<file path="src/hw/mbf_pkg.sv">
/*
 mbf_pkg: widths, address map, wait-state figures, one-hot types and
 shared address-decode functions for the memory-bus fabric; wait selection is in mbf_fabric.
 assumes 16-bit word addressing as presented by the CPU address buses.
*/
package mbf_pkg;

   // bus widths
   localparam int PAB_W = 22;
   localparam int DAB_W = 32;
   localparam int DB_W  = 32;
   localparam int PB_AW = 16;
   localparam int WS_W  = 5;

   // address map, word addresses
   localparam logic [31:0] SCR_LO   = 32'h0000_0000;
   localparam logic [31:0] SCR_HI   = 32'h0000_07FF;
   localparam logic [31:0] PF0_LO   = 32'h0000_0800;
   localparam logic [31:0] PF0_HI   = 32'h0000_0FFF;
   localparam logic [31:0] PF1_LO   = 32'h0000_6000;
   localparam logic [31:0] PF1_HI   = 32'h0000_6FFF;
   localparam logic [31:0] PF2_LO   = 32'h0000_7000;
   localparam logic [31:0] PF2_HI   = 32'h0000_7FFF;
   localparam logic [31:0] LOW_LO   = 32'h0000_8000;
   localparam logic [31:0] LOW_HI   = 32'h0000_9FFF;
   localparam logic [31:0] UPR_LO   = 32'h0000_A000;
   localparam logic [31:0] UPR_HI   = 32'h0000_BFFF;
   localparam logic [31:0] OTP_LO   = 32'h003D_7800;
   localparam logic [31:0] OTP_HI   = 32'h003D_7BFF;
   localparam logic [31:0] FLASH_LO = 32'h003D_8000;
   localparam logic [31:0] FLASH_HI = 32'h003F_7FFF;
   localparam logic [31:0] PWD_LO   = 32'h003F_7FF8;
   localparam logic [31:0] PWD_HI   = 32'h003F_7FFF;
   localparam logic [31:0] BROM_LO  = 32'h003F_F000;
   localparam logic [31:0] BROM_HI  = 32'h003F_FFFF;

   // wait-state figures
   localparam logic [WS_W-1:0] WS_ZERO    = 5'h00;
   localparam logic [WS_W-1:0] WS_BROM    = 5'h01;
   localparam logic [WS_W-1:0] WS_PF_RD   = 5'h02;
   localparam logic [WS_W-1:0] WS_PF1_B2B = 5'h01;
   localparam logic [WS_W-1:0] WS_PWD     = 5'h10;
   localparam logic [WS_W-1:0] WS_OTP_MIN = 5'h01;

   // target ports
   localparam int TGT_MEM = 0;
   localparam int TGT_PER = 1;

   typedef enum logic [10:0] {
      RG_SCR   = 11'h001,
      RG_LOW   = 11'h002,
      RG_UPR   = 11'h004,
      RG_PF0   = 11'h008,
      RG_PF1   = 11'h010,
      RG_PF2   = 11'h020,
      RG_OTP   = 11'h040,
      RG_FLASH = 11'h080,
      RG_PWD   = 11'h100,
      RG_BROM  = 11'h200,
      RG_NONE  = 11'h400
   } mbf_region_t;

   typedef enum logic [2:0] {
      SRC_WR = 3'h1,
      SRC_RD = 3'h2,
      SRC_PG = 3'h4
   } mbf_src_t;

   typedef struct packed {
      logic             valid;
      logic             fetch;
      logic [PAB_W-1:0] addr;
   } mbf_pgreq_t;

   typedef struct packed {
      logic             valid;
      logic             wide;
      logic [DAB_W-1:0] addr;
   } mbf_rdreq_t;

   typedef struct packed {
      logic             valid;
      logic             prog;
      logic             wide;
      logic [DAB_W-1:0] addr;
      logic [DB_W-1:0]  data;
   } mbf_wrreq_t;

   typedef struct packed {
      logic             valid;
      logic             we;
      logic             wide;
      logic [PAB_W-1:0] addr;
      logic [DB_W-1:0]  wdata;
   } mbf_mem_t;

   typedef struct packed {
      logic             valid;
      logic             we;
      logic             wide;
      logic [PB_AW-1:0] addr;
      logic [DB_W-1:0]  wdata;
   } mbf_pbus_t;

   function automatic logic mbf_in(input logic [31:0] a, input logic [31:0] lo, input logic [31:0] hi);
      mbf_in = (a >= lo) && (a <= hi);
   endfunction : mbf_in

   // peripheral frames answer data space only
   function automatic mbf_region_t mbf_decode(input logic [31:0] a, input logic dspace);
      mbf_decode = RG_NONE;
      if (mbf_in(a, SCR_LO, SCR_HI)) mbf_decode = RG_SCR;
      else if (mbf_in(a, LOW_LO, LOW_HI)) mbf_decode = RG_LOW;
      else if (mbf_in(a, UPR_LO, UPR_HI)) mbf_decode = RG_UPR;
      else if (mbf_in(a, PF0_LO, PF0_HI) && dspace) mbf_decode = RG_PF0;
      else if (mbf_in(a, PF1_LO, PF1_HI) && dspace) mbf_decode = RG_PF1;
      else if (mbf_in(a, PF2_LO, PF2_HI) && dspace) mbf_decode = RG_PF2;
      else if (mbf_in(a, OTP_LO, OTP_HI)) mbf_decode = RG_OTP;
      else if (mbf_in(a, PWD_LO, PWD_HI)) mbf_decode = RG_PWD;
      else if (mbf_in(a, FLASH_LO, FLASH_HI)) mbf_decode = RG_FLASH;
      else if (mbf_in(a, BROM_LO, BROM_HI)) mbf_decode = RG_BROM;
   endfunction : mbf_decode

endpackage : mbf_pkg

</file>
<file path="src/hw/mbf_slot.sv">
/*
 mbf_slot: holds one target access through its wait states.
 assumes start only while idle or in the done cycle; hold comes
 from same-clock logic.
*/
`timescale 1ns/10ps
module mbf_slot #(
   parameter int WS_W = 5
) (
   // clock and reset
   input  wire logic            core_clk,
   input  wire logic            resetn,
   // control
   input  wire logic            start,
   input  wire logic [WS_W-1:0] waits,
   input  wire logic            hold,
   // status
   output logic                 done,
   output logic                 idle
);
   typedef enum logic [1:0] {
      SL_IDLE = 2'h1,
      SL_BUSY = 2'h2
   } mbf_slot_st_t;

   typedef struct packed {
      mbf_slot_st_t    st;
      logic [WS_W-1:0] cnt;
   } mbf_slot_t;

   mbf_slot_t r;
   mbf_slot_t n;

   assign idle = (r.st == SL_IDLE);
   assign done = (r.st == SL_BUSY) && (r.cnt == '0) && !hold;

   always_comb begin
      n = r;
      unique case (r.st)
         SL_IDLE: begin
            if (start) begin
               n.st  = SL_BUSY;
               n.cnt = waits;
            end
         end
         SL_BUSY: begin
            if (r.cnt != '0) begin
               n.cnt = r.cnt - 1'b1;
            end else if (!hold) begin
               n.st  = start ? SL_BUSY : SL_IDLE;
               n.cnt = start ? waits : '0;
            end
         end
         default: begin
            n.st  = SL_IDLE;
            n.cnt = '0;
         end
      endcase
   end

   always_ff @(posedge core_clk) begin
      if (!resetn) begin
         r <= '{st: SL_IDLE, cnt: '0};
      end else begin
         r <= n;
      end
   end
endmodule : mbf_slot

</file>
<file path="src/hw/mbf_fabric.sv">
/*
 mbf_fabric: memory-bus fabric between the CPU's program, data-read and
 data-write buses, one memory port and the peripheral bridge bus.
 assumes requests come from same-clock CPU logic and stay stable until
 their ack pulse; wait and protection settings are static while busy.
*/
// Contract
// - protected zone: write goes on the bus before a read, with stalls to align
// - outside protected zones a read may overtake an earlier pending write
// - protection selectable per frame, on by default for frames one and two
// - scratch, lower, upper RAM and frame zero zero-wait; boot ROM one wait
// - frames one and two: writes zero-wait, reads two; frame-one write pairs +1
// - frame-one slave may stretch an access; fabric holds until it is ready
// - OTP uses programmed wait count, never below one
// - flash array uses programmed wait count, zero allowed
// - flash password words always take sixteen waits
// - program bus: 22 address bits, 32 data bits
// - data read and write buses: 32 address and 32 data bits
// - fetch, data read and data write run together on separate targets; the fabric has two targets, so at most two run at once
// - per target priority: writes, data reads, program reads, fetches
// - data write and program write never issued in one cycle
// - program read and fetch never issued in one cycle
// - bridge muxes onto one bus: 16 address bits, 16/32 data bits
// - frame two takes 16-bit accesses only
// - frame one takes 16-bit and 32-bit accesses
// - peripheral frames reachable from data space only
`timescale 1ns/10ps
module mbf_fabric #(
   parameter int WS_W = mbf_pkg::WS_W
) (
   // clock and reset
   input  wire logic                     core_clk,
   input  wire logic                     resetn,
   // program bus
   input  wire mbf_pkg::mbf_pgreq_t      pg_req,
   output logic                          pg_ack,
   output logic [mbf_pkg::DB_W-1:0]      pg_rdata,
   // data read bus
   input  wire mbf_pkg::mbf_rdreq_t      rd_req,
   output logic                          rd_ack,
   output logic [mbf_pkg::DB_W-1:0]      rd_rdata,
   // data write bus
   input  wire mbf_pkg::mbf_wrreq_t      wr_req,
   output logic                          wr_ack,
   // wait-state and protection settings
   input  wire logic [WS_W-1:0]          flash_wait,
   input  wire logic [WS_W-1:0]          otp_wait,
   input  wire logic [1:0]               prot_off,
   // memory port
   output mbf_pkg::mbf_mem_t             mem_port,
   input  wire logic [mbf_pkg::DB_W-1:0] mem_rdata,
   // peripheral bridge bus
   output mbf_pkg::mbf_pbus_t            pb_port,
   input  wire logic [mbf_pkg::DB_W-1:0] pb_rdata,
   input  wire logic                     pb_ready
);
   typedef struct packed {
      mbf_pkg::mbf_mem_t                mem;
      mbf_pkg::mbf_pbus_t               pb;
      logic                             wr_ack;
      logic                             rd_ack;
      logic                             pg_ack;
      logic [mbf_pkg::DB_W-1:0]         rd_data;
      logic [mbf_pkg::DB_W-1:0]         pg_data;
      logic                             wr_fl;
      logic                             rd_fl;
      logic                             pg_fl;
      logic                             rd_seen;
      logic                             wr_prot_fl;
      logic                             pf1_wr_prev;
      logic [1:0][2:0]                  src;
      logic [1:0][10:0]                 rg;
      logic [1:0]                       we;
   } mbf_fab_st_t;

   mbf_fab_st_t r;
   mbf_fab_st_t n;

   // decode and target selection
   mbf_pkg::mbf_region_t rg_w;
   mbf_pkg::mbf_region_t rg_r;
   mbf_pkg::mbf_region_t rg_p;
   logic                 tg_w;
   logic                 tg_r;
   logic                 tg_p;
   logic                 el_w;
   logic                 el_r;
   logic                 el_p;
   logic                 rd_blk;

   // slot handshake
   logic [1:0]           slot_start;
   logic [1:0][WS_W-1:0] slot_ws;
   logic [1:0]           slot_hold;
   logic [1:0]           slot_done;
   logic [1:0]           slot_idle;

   function automatic logic is_per(input mbf_pkg::mbf_region_t rg);
      is_per = (rg == mbf_pkg::RG_PF1) || (rg == mbf_pkg::RG_PF2);
   endfunction : is_per

   // zero in prot_off leaves the frame protected
   function automatic logic is_prot(input mbf_pkg::mbf_region_t rg, input logic [1:0] off);
      is_prot = ((rg == mbf_pkg::RG_PF1) && !off[0]) || ((rg == mbf_pkg::RG_PF2) && !off[1]);
   endfunction : is_prot

   function automatic logic [WS_W-1:0] waits_of(input mbf_pkg::mbf_region_t rg,
                                                input logic                 we,
                                                input logic                 b2b,
                                                input logic [WS_W-1:0]      fws,
                                                input logic [WS_W-1:0]      ows);
      unique case (rg)
         mbf_pkg::RG_SCR,
         mbf_pkg::RG_LOW,
         mbf_pkg::RG_UPR,
         mbf_pkg::RG_PF0:   waits_of = mbf_pkg::WS_ZERO;
         mbf_pkg::RG_BROM:  waits_of = mbf_pkg::WS_BROM;
         mbf_pkg::RG_PF1:   waits_of = we ? (b2b ? mbf_pkg::WS_PF1_B2B : mbf_pkg::WS_ZERO)
                                          : mbf_pkg::WS_PF_RD;
         mbf_pkg::RG_PF2:   waits_of = we ? mbf_pkg::WS_ZERO : mbf_pkg::WS_PF_RD;
         mbf_pkg::RG_OTP:   waits_of = (ows < mbf_pkg::WS_OTP_MIN) ? mbf_pkg::WS_OTP_MIN : ows;
         mbf_pkg::RG_FLASH: waits_of = fws;
         mbf_pkg::RG_PWD:   waits_of = mbf_pkg::WS_PWD;
         default:           waits_of = mbf_pkg::WS_ZERO;
      endcase
   endfunction : waits_of

   // program bus widened to the common address width
   assign rg_w = mbf_pkg::mbf_decode(wr_req.addr, !wr_req.prog);
   assign rg_r = mbf_pkg::mbf_decode(rd_req.addr, 1'b1);
   assign rg_p = mbf_pkg::mbf_decode({10'h000, pg_req.addr}, 1'b0);

   assign tg_w = is_per(rg_w);
   assign tg_r = is_per(rg_r);
   assign tg_p = is_per(rg_p);

   // a bus is eligible once per request: not in flight, not in its ack cycle
   assign el_w = wr_req.valid && !r.wr_fl && !r.wr_ack;
   assign el_r = rd_req.valid && !r.rd_fl && !r.rd_ack;
   assign el_p = pg_req.valid && !r.pg_fl && !r.pg_ack;

   // protected read waits one aligning cycle and behind any protected write
   assign rd_blk = is_prot(rg_r, prot_off) &&
                   (!r.rd_seen || r.wr_prot_fl || (el_w && is_prot(rg_w, prot_off)));

   // only the frame-one slave may stretch
   assign slot_hold[mbf_pkg::TGT_MEM] = 1'b0;
   assign slot_hold[mbf_pkg::TGT_PER] = (r.rg[mbf_pkg::TGT_PER] == mbf_pkg::RG_PF1) && !pb_ready;

   generate
      for (genvar gi = 0; gi < 2; gi++) begin : g_slot
         mbf_slot #(
            .WS_W (WS_W)
         ) u_slot (
            .core_clk (core_clk),
            .resetn   (resetn),
            .start    (slot_start[gi]),
            .waits    (slot_ws[gi]),
            .hold     (slot_hold[gi]),
            .done     (slot_done[gi]),
            .idle     (slot_idle[gi])
         );
      end
   endgenerate

   always_comb begin
      logic                  gsel;
      mbf_pkg::mbf_src_t     gsrc;
      mbf_pkg::mbf_region_t  grg;
      logic [31:0]           ga;
      logic [mbf_pkg::DB_W-1:0] gd;
      logic [mbf_pkg::DB_W-1:0] cap;
      logic                  gwe;
      logic                  gwide;
      logic                  b2b;
      gsel       = 1'b0;
      gsrc       = mbf_pkg::SRC_WR;
      grg        = mbf_pkg::RG_NONE;
      ga         = '0;
      gd         = '0;
      cap        = '0;
      gwe        = 1'b0;
      gwide      = 1'b0;
      b2b        = 1'b0;
      n          = r;
      slot_start = '0;
      slot_ws    = '0;
      n.wr_ack   = 1'b0;
      n.rd_ack   = 1'b0;
      n.pg_ack   = 1'b0;
      n.pf1_wr_prev = r.wr_ack && r.pf1_wr_prev;
      n.rd_seen  = el_r;

      // completion: drop port strobe, answer the owning bus
      for (int t = 0; t < 2; t++) begin
         if (slot_done[t]) begin
            if (t == mbf_pkg::TGT_MEM) begin
               n.mem.valid = 1'b0;
               cap = (r.rg[t] == mbf_pkg::RG_NONE) ? '0 : mem_rdata;
            end else begin
               n.pb.valid = 1'b0;
               cap = (r.rg[t] == mbf_pkg::RG_PF2) ? {16'h0000, pb_rdata[15:0]} : pb_rdata;
            end
            unique case (r.src[t])
               mbf_pkg::SRC_WR: begin
                  n.wr_ack     = 1'b1;
                  n.wr_fl      = 1'b0;
                  n.wr_prot_fl = 1'b0;
                  n.pf1_wr_prev = (r.rg[t] == mbf_pkg::RG_PF1);
               end
               mbf_pkg::SRC_RD: begin
                  n.rd_ack  = 1'b1;
                  n.rd_fl   = 1'b0;
                  n.rd_data = cap;
               end
               mbf_pkg::SRC_PG: begin
                  n.pg_ack  = 1'b1;
                  n.pg_fl   = 1'b0;
                  n.pg_data = cap;
               end
               default: begin
                  n.wr_fl = r.wr_fl;
               end
            endcase
         end
      end

      // back-to-back frame-one writes: finishing now, or next request after the ack
      b2b = r.pf1_wr_prev ||
            (slot_done[mbf_pkg::TGT_PER] && r.we[mbf_pkg::TGT_PER] &&
             (r.rg[mbf_pkg::TGT_PER] == mbf_pkg::RG_PF1));

      // grant, one access per target, targets run in parallel
      for (int t = 0; t < 2; t++) begin
         gsel = 1'b0;
         if (slot_idle[t] || slot_done[t]) begin
            // single write bus and single program bus keep the pairs apart
            if (el_w && (tg_w == t[0])) begin
               gsel  = 1'b1;
               gsrc  = mbf_pkg::SRC_WR;
               grg   = rg_w;
               ga    = wr_req.addr;
               gd    = wr_req.data;
               gwe   = 1'b1;
               gwide = wr_req.wide;
            end else if (el_r && !rd_blk && (tg_r == t[0])) begin
               // unprotected read may pass a stalled write on another target
               gsel  = 1'b1;
               gsrc  = mbf_pkg::SRC_RD;
               grg   = rg_r;
               ga    = rd_req.addr;
               gd    = '0;
               gwe   = 1'b0;
               gwide = rd_req.wide;
            end else if (el_p && (tg_p == t[0])) begin
               gsel  = 1'b1;
               gsrc  = mbf_pkg::SRC_PG;
               grg   = rg_p;
               ga    = {10'h000, pg_req.addr};
               gd    = '0;
               gwe   = 1'b0;
               gwide = 1'b1;
            end
         end
         if (gsel) begin
            slot_start[t] = 1'b1;
            slot_ws[t]    = waits_of(grg, gwe, b2b, flash_wait, otp_wait);
            n.src[t]      = gsrc;
            n.rg[t]       = grg;
            n.we[t]       = gwe;
            unique case (gsrc)
               mbf_pkg::SRC_WR: begin
                  n.wr_fl      = 1'b1;
                  n.wr_prot_fl = is_prot(grg, prot_off);
               end
               mbf_pkg::SRC_RD: n.rd_fl = 1'b1;
               mbf_pkg::SRC_PG: n.pg_fl = 1'b1;
               default:         n.pg_fl = r.pg_fl;
            endcase
            if (t == mbf_pkg::TGT_MEM) begin
               // full 32-bit data path, one cycle per 32-bit op
               n.mem.valid = (grg != mbf_pkg::RG_NONE);
               n.mem.we    = gwe;
               n.mem.wide  = gwide;
               n.mem.addr  = ga[mbf_pkg::PAB_W-1:0];
               n.mem.wdata = gd;
            end else begin
               n.pb.valid = 1'b1;
               n.pb.we    = gwe;
               n.pb.wide  = gwide && (grg == mbf_pkg::RG_PF1);
               n.pb.addr  = ga[mbf_pkg::PB_AW-1:0];
               n.pb.wdata = (grg == mbf_pkg::RG_PF2) ? {16'h0000, gd[15:0]} : gd;
            end
         end
      end
   end

   always_ff @(posedge core_clk) begin
      if (!resetn) begin
         r <= '0;
      end else begin
         r <= n;
      end
   end

   // all outputs straight from state
   assign pg_ack   = r.pg_ack;
   assign pg_rdata = r.pg_data;
   assign rd_ack   = r.rd_ack;
   assign rd_rdata = r.rd_data;
   assign wr_ack   = r.wr_ack;
   assign mem_port = r.mem;
   assign pb_port  = r.pb;
endmodule : mbf_fabric

</file>
<file path="config.mk">
export PLATFORM = sky130hd
export DESIGN_NAME = mbf_fabric
export DESIGN_NICKNAME = d
export VERILOG_FILES = /design/src/hw/mbf_pkg.sv /design/src/hw/mbf_slot.sv /design/src/hw/mbf_fabric.sv
export SDC_FILE = /design/constraint.sdc
export NUM_CORES = 1
export LEC_CHECK = 0
export ABC_CLOCK_PERIOD_IN_PS = 5300
export BUFFER_PORTS_ARGS = -buffer_cell sky130_fd_sc_hd__buf_2
export CAP_MARGIN = 15
export CORE_MARGIN = 10
export CORE_UTILIZATION = 40
export CTS_CLUSTER_DIAMETER = 100
export CTS_CLUSTER_SIZE = 30
export DETAILED_ROUTE_END_ITERATION = 6
export PLACE_DENSITY = 0.73
export SYNTH_ARGS = -nofsm -noshare
export SYNTH_HDL_FRONTEND = slang
export SYNTH_SLANG_ARGS = --single-unit
</file>
<file path="constraint.sdc">
create_clock -name core_clk -period 5.3 [get_ports core_clk]
set_input_delay 0.795 -clock core_clk [delete_from_list [all_inputs] [get_ports core_clk]]
set_output_delay 0.795 -clock core_clk [all_outputs]
set_load 0.1 [all_outputs]
</file>
# Word-level counts from Yosys, hierarchy flattened
# Index checks and enable logic that the tools add are counted.
[classes]
n_addsub = 2
n_reduce_logical = 95
mux = 144
n_bitwise = 3
n_eq_ne = 46
magnitude_cmp = 50
[ops]
columns = ["cell", "count"]
rows = [
  ["$mux W32", 13],
  ["$mux W11", 35],
  ["$ge A32 B22 Y1 const B", 8],
  ["$le A32 B22 Y1 const B", 6],
  ["$mux W70", 2],
  ["$ge A32 B15 Y1 const B", 4],
  ["$ge A32 B16 Y1 const B", 4],
  ["$le A32 B15 Y1 const B", 4],
  ["$le A32 B16 Y1 const B", 4],
  ["$mux W108", 1],
  ["$ge A22 B22 Y1 const B", 4],
  ["$mux W22", 4],
  ["$eq A11 B5 Y1 const B", 7],
  ["$eq A11 B6 Y1 const B", 6],
  ["$ge A32 B1 Y1 const B", 2],
  ["$ge A32 B12 Y1 const B", 2],
  ["$le A32 B11 Y1 const B", 2],
  ["$le A32 B12 Y1 const B", 2],
  ["$mux W16", 4],
  ["$pmux W5 S6", 2],
  ["$logic_and A1 B1 Y1", 59],
  ["$mux W51", 1],
  ["$mux W1", 45],
  ["$ge A22 B16 Y1 const B", 2],
  ["35 further kinds", 117],
]
[totals]
out_inout_bits = 175
word_cells = 370
ff_bits = 224

# Depth between registers and ports, before layout
[depth]
word_depth = 35
depth_mapped = 11
mapped_depth_nobuf = 9

# Modules after synthesis
# Synthesis repeated with hierarchy kept, for this count alone.
[unflattened]
cells_unflattened = 1468
area_unflattened_um2 = 11800.1
[modules_own_cells]
columns = ["mod", "instances", "cells_per_inst", "seq_area_each_um2", "area_per_inst_um2"]
rows = [
  ["mbf_fabric", 1, 1330, 4204.0, 10734.0],
  ["mbf_slot", 2, 69, 140.1, 533.0],
]

# Worst setup path before layout
# Ideal clock, no wire load.
[synth_path]
path_type = "input -> register"
start = "input rd_req[15] in the netlist's numbering"
end = "register g_slot[0].u_slot.r[1] in the netlist's numbering"
slack_ns = 2.555
path_stages = 9
path_buffers = 2
required_ns = 5.178
arrival_time_ns = 2.623
cell_sequence = "clkbuf_1 > nand4bb_1 > nand3b_1 > o21ai_2 > and4_1 > buf_2 > or3_1 > and3b_1 > a221o_1"
[synth_between]
elab_chain_cells = 28
[synth_lines]
columns = ["item", "line_no", "text"]
rows = [
  ["from (decl)", "mbf_fabric.sv:39", "input wire mbf_pkg::mbf_rdreq_t rd_req,"],
  ["$ge A32 B22 Y1 or $le A32 B22 Y1 (tied branches)", "mbf_pkg.sv:106", "mbf_in = (a >= lo) && (a <= hi);"],
  ["$logic_and A1 B1 Y1", "mbf_pkg.sv:106", ""],
  ["$mux W11", "mbf_pkg.sv:121", "else if (mbf_in(a, BROM_LO, BROM_HI)) mbf_decode = RG_BROM;"],
  ["$mux W11", "mbf_pkg.sv:120", "else if (mbf_in(a, FLASH_LO, FLASH_HI)) mbf_decode = RG_FLASH;"],
  ["$mux W11", "mbf_pkg.sv:119", "else if (mbf_in(a, PWD_LO, PWD_HI)) mbf_decode = RG_PWD;"],
  ["$mux W11", "mbf_pkg.sv:118", "else if (mbf_in(a, OTP_LO, OTP_HI)) mbf_decode = RG_OTP;"],
  ["$mux W11", "mbf_pkg.sv:117", "else if (mbf_in(a, PF2_LO, PF2_HI) && dspace) mbf_decode = RG_PF2;"],
  ["$mux W11", "mbf_pkg.sv:116", "else if (mbf_in(a, PF1_LO, PF1_HI) && dspace) mbf_decode = RG_PF1;"],
  ["(+12 left out)", "n/a", ""],
  ["$mux W11", "mbf_fabric.sv:238", "if (el_w && (tg_w == t[0])) begin"],
  ["$mux W11", "mbf_fabric.sv:236", "if (slot_idle[t] || slot_done[t]) begin"],
  ["$eq A11 B9 Y1, or another cell as far along", "mbf_fabric.sv:112", "unique case (rg)"],
  ["$pmux W5 S6", "mbf_fabric.sv:112", ""],
  ["$mux W5", "mbf_fabric.sv:265", "if (gsel) begin"],
  ["$mux W5", "mbf_slot.sv:51", "n.cnt = start ? waits : '0;"],
  ["$mux W5", "mbf_slot.sv:47", "if (r.cnt != '0) begin"],
  ["$pmux W7 S2", "mbf_slot.sv:39", "unique case (r.st)"],
  ["to (signal assigned)", "mbf_slot.sv:63", "r <= '{st: SL_IDLE, cnt: '0};"],
  ["to (signal assigned)", "mbf_slot.sv:65", "r <= n;"],
  ["to (decl)", "mbf_slot.sv:31", "mbf_slot_t r;"],
]
# Every way passes the cells marked *; elsewhere a longest branch is shown, timed or not. The select of a mux whose other input is x is not followed.
# A chain may end at the register's enable or synchronous reset.

# Worst setup path after layout
[layout_path]
start = "input wr_req[66] in the netlist's numbering"
end = "register r, in the netlist pb_port[5]"
[layout_between]
elab_chain_cells = 13
[layout_lines]
columns = ["item", "line_no", "text"]
rows = [
  ["from (decl)", "mbf_fabric.sv:43", "input wire mbf_pkg::mbf_wrreq_t wr_req,"],
  ["$logic_and A1 B1 Y1 (*) (2 in series)", "mbf_fabric.sv:138", "assign el_w = wr_req.valid && !r.wr_fl && !r.wr_ack;"],
  ["$logic_and A1 B1 Y1", "mbf_fabric.sv:144", "(!r.rd_seen || r.wr_prot_fl || (el_w && is_prot(rg_w, prot_off)));"],
  ["$logic_or A1 B1 Y1", "mbf_fabric.sv:144", ""],
  ["$logic_and A1 B1 Y1", "mbf_fabric.sv:143", "assign rd_blk = is_prot(rg_r, prot_off) &&"],
  ["$logic_not A1 Y1", "mbf_fabric.sv:246", "end else if (el_r && !rd_blk && (tg_r == t[0])) begin"],
  ["$logic_and A1 B1 Y1 (2 in series)", "mbf_fabric.sv:246", ""],
  ["$mux W32", "mbf_fabric.sv:246", ""],
  ["$mux W32", "mbf_fabric.sv:238", ""],
  ["$mux W32", "mbf_fabric.sv:236", ""],
  ["$mux W32", "mbf_fabric.sv:292", "n.pb.wdata = (grg == mbf_pkg::RG_PF2) ? {16'h0000, gd[15:0]} : gd;"],
  ["$mux W51", "mbf_fabric.sv:265", ""],
  ["to (signal assigned)", "mbf_fabric.sv:302", "r <= n;"],
  ["to (decl)", "mbf_fabric.sv:76", "mbf_fab_st_t r;"],
]
# Every way passes the cells marked *; elsewhere a longest branch is shown, timed or not.

==> impl_metrics.tcl <==
set metrics [dict create \
    status "finished clean" \
    synth_cells 1393 \
    synth_largest_area_cell "dfxtp_1" \
    finalHoldViolCount 0 \
    hold_buffers 0 \
    r2r-start "wr_ack" \
    holdPathEnd "mem_port[50]" \
    grt_pass1_vias 10900 \
    rrSetupSlack_ns 1.71 \
    worst_clock_skew_ns 0.0259 \
    chipWidth_um 191 \
    syn2layout_area_growth_pct 11.7 \
    grt_start_max_net_pins 119 \
    regArea_um2 4480 \
    rsz0062_at_grt "no" \
    ctsResizeCount 0 \
    multi_input_area_um2 5420 \
    root_buffer "clkbuf_16" \
    end_kind "flip-flop" \
    netlist.area_leader.share_pct 38.6 \
    r2r_cells 5 \
    worst_hold_path_type "flip-flop to flip-flop" \
    critPathKind "input pin to flip-flop" \
    ys.flop_type "dfxtp_1" \
    coreArea_um2 28700 \
    max_slew_margin_pct 23.8 \
    cts_inserted_buffers 13 \
    async_flop_share_pct 0 \
    yosysWarnings 0 \
    drt_iter0_markers 891 \
    wl_per_cell_um 20.9 \
    cts_setup_buffers 0 \
    syn_area_per_cell_um2 8.35 \
    fp.dieArea_um2 36300 \
    antenna_found_initial 5 \
    cp.arrival_ns 3.98 \
    grt_overflow 0 \
    row_count 62 \
    n_fill_cell 2851 \
    boundaryPins 379 \
    clkTransAtPathRegs_ns 0.10 \
    grt_pass1_wl_um 61300 \
    power_density_nw_per_um2 386 \
    cts_max_level 1 \
    synth.area.top_cells "dfxtp_1, buf_4, a211oi_1" \
    tightest_slew_ns 1.14 \
    routed_via_density 5.84 \
    hpwl_um 29200 \
    numPortBuffers 377 \
    period_needed_ns 3.61 \
    die_h_um 191 \
    p_leak_nw 5.56 \
    num_vias 11300 \
    yosys_register_bits 224 \
    fin_setup_tns_ns 0 \
    dr.pass1.iters 5 \
    synth-edff-count 0 \
    setup_viol_count_final 0 \
    dp.cells 1903 \
    synth.most_common_cell "dfxtp_1" \
    antenna_left 0 \
    drv_cap 0 \
    clkSinkCount 224 \
    clockBufferDepth 3 \
    drt_wl_total_um 40400 \
    cp-start-kind "input pin" \
    synth_cell_types 81 \
    place.gp.congestion 0.960 \
    drive_gt1_share_pct 28.8 \
    holdCritStartpoint "mem_port[50]" \
    netlist_area_um2 11600 \
    cts_tree "yes" \
    synth.cells.most_frequent "dfxtp_1, buf_4, nor2_1, nand2_1, clkbuf_1" \
    num-nets-final 1747 \
    syn_nets 1603 \
    cp_max_fo 17 \
    fin_cells 1930 \
    critPathRequiredTime_ns 5.67 \
    slew_violations 0 \
    post-route-period-util_pct 68.0 \
    holdPathStages 2 \
    clk_latency_ns 0.50 \
    fmax_ghz 0.277 \
    drc_errors 0 \
    initial_core_util_pct 40.5 \
    ir_worst_vdd_v 0.000300 \
    yosysSeqAreaShare_pct 38.6 \
    r2r_end "pb_port[5]" \
    grt_usage_pct 20.5 \
]
-- per-layer routing --
| layer | global-route usage [%] | up-vias | wire [µm] |
|---|---|---|---|
| li1 | - | 5250 | - |
| met1 | 25.9 | 5370 | 16400 |
| met2 | 33.8 | 591 | 18900 |
| met3 | 6.16 | 59 | 4570 |
| met4 | 4.30 | 2 | 570 |
| met5 | 0 | - | 13 |
-- worst max-delay path: stages --
cell,delay (ns)
buf_2,0.08
nor3b_1,0.69
nand4_1,0.79
a21oi_2,0.88
nor2_1,0.39
a22o_1,0.34
-- registers in the layout (all words and copies together), names as in the netlist --
register and cells:
g_slot.u_slot.r 14, mem_port 57, pb_port 51, pg_ack 1, pg_rdata 32, r 35
rd_ack 1, rd_rdata 32, wr_ack 1
-- metrics by stage --
step | hold WS [ns] | worst slack (ns) | power (W) | utilization [%] | area (µm²)
floorplan | 0.432 | 2.55 | 0.00349 | - | 11600
global placement | 0.440 | 1.25 | 0.00379 | 43.5 | 12500
detailed placement | 0.445 | 1.12 | 0.00381 | 43.5 | 12500
CTS | 0.459 | 1.64 | 0.00500 | 45.0 | 12900
global route | 0.474 | 1.43 | 0.00523 | 45.2 | 13000
finish | 0.458 | 1.69 | 0.00501 | 45.3 | 13000
-- worst max path at each step --
| stage | start | endpoint | slack, ns | depth (start not counted) |
|---|---|---|---|---|
| after global routing | wr_ack | pb_port[5] | 1.43 | 5 |
| after global placement | wr_req[66] | pb_port[13] | 1.25 | 6 |
| after floorplan | rd_req[15] | g_slot[0].u_slot.r[1] | 2.55 | 9 |
| after CTS | wr_req[66] | pb_port[7] | 1.64 | 6 |
| final | wr_req[66] | pb_port[5] | 1.69 | 6 |
| after detailed placement | wr_req[66] | pb_port[5] | 1.12 | 6 |
-- cell families (layout without fill, tap and decap cells) --
logic type	Yosys count	after routing	synth area share, %
AOI/OAI and AO/OA	381	381	23.4
xor gates and xnor gates	2	2	0.151
adders and majority gates	6	6	0.645
buffers and inverters	288	437	15.1
DFF	224	224	38.6
muxes	2	2	0.172
other	0	4	0
and+or+nand+nor	490	490	21.9
-- final cells by class --
type / instances / area share, %
sequential: 224 / 34.5
multi-input combinational: 881 / 41.7
inverter: 17 / 0.530
tap: 384 / 3.70
antenna: 4 / 0.0771
clock buffer: 13 / 2.50
timing repair buffer: 400 / 16.1
clock inverter: 7 / 0.857
-- where the power goes --
group	switching, W	leakage (nW)	internal (W)	total, W
combinational	0.00148	3.53	0.000424	0.00191
sequential	0.0000883	1.81	0.00183	0.00192
clock	0.000655	0.213	0.000535	0.00119
total	0.00223	5.56	0.00279	0.00501
-- placed cells by master, fill, tap and decap left out, types with 3 or more instances in the layout --
master     netlist  layout
a211oi_1        70      70
a21o_1           4       4
a21oi_1         75      75
a221o_1         18      18
a222oi_1         5       5
a22o_1          11      11
a22oi_1         52      52
a311oi_1        33      33
a31oi_1         10      10
and3_1          53      53
and4_1          10      10
buf_2           17     377
buf_4          173      21
clkbuf_16        0      13
dfxtp_1        224     224
diode_2          0       4
ha_1             6       6
inv_1           16      16
inv_6            0       3
nand2_1        114     114
nand2b_1         4       4
nand3_1         52      52
nand3b_1         3       3
nand4_1         20      20
nand4b_1         8       8
nor2_1         138     136
nor2b_1          3       3
nor3_1          22      22
nor3_2           3       3
nor3b_1          6       6
nor4_1           8       8
nor4_2           4       4
nor4b_1          4       4
nor4b_4          1       3
o211ai_1        19      19
o21a_1           5       5
o21ai_0         43      43
o21ai_1          4       4
or3_1           14      14
or4_1            5       5
Power figures use the tool's default switching activity.
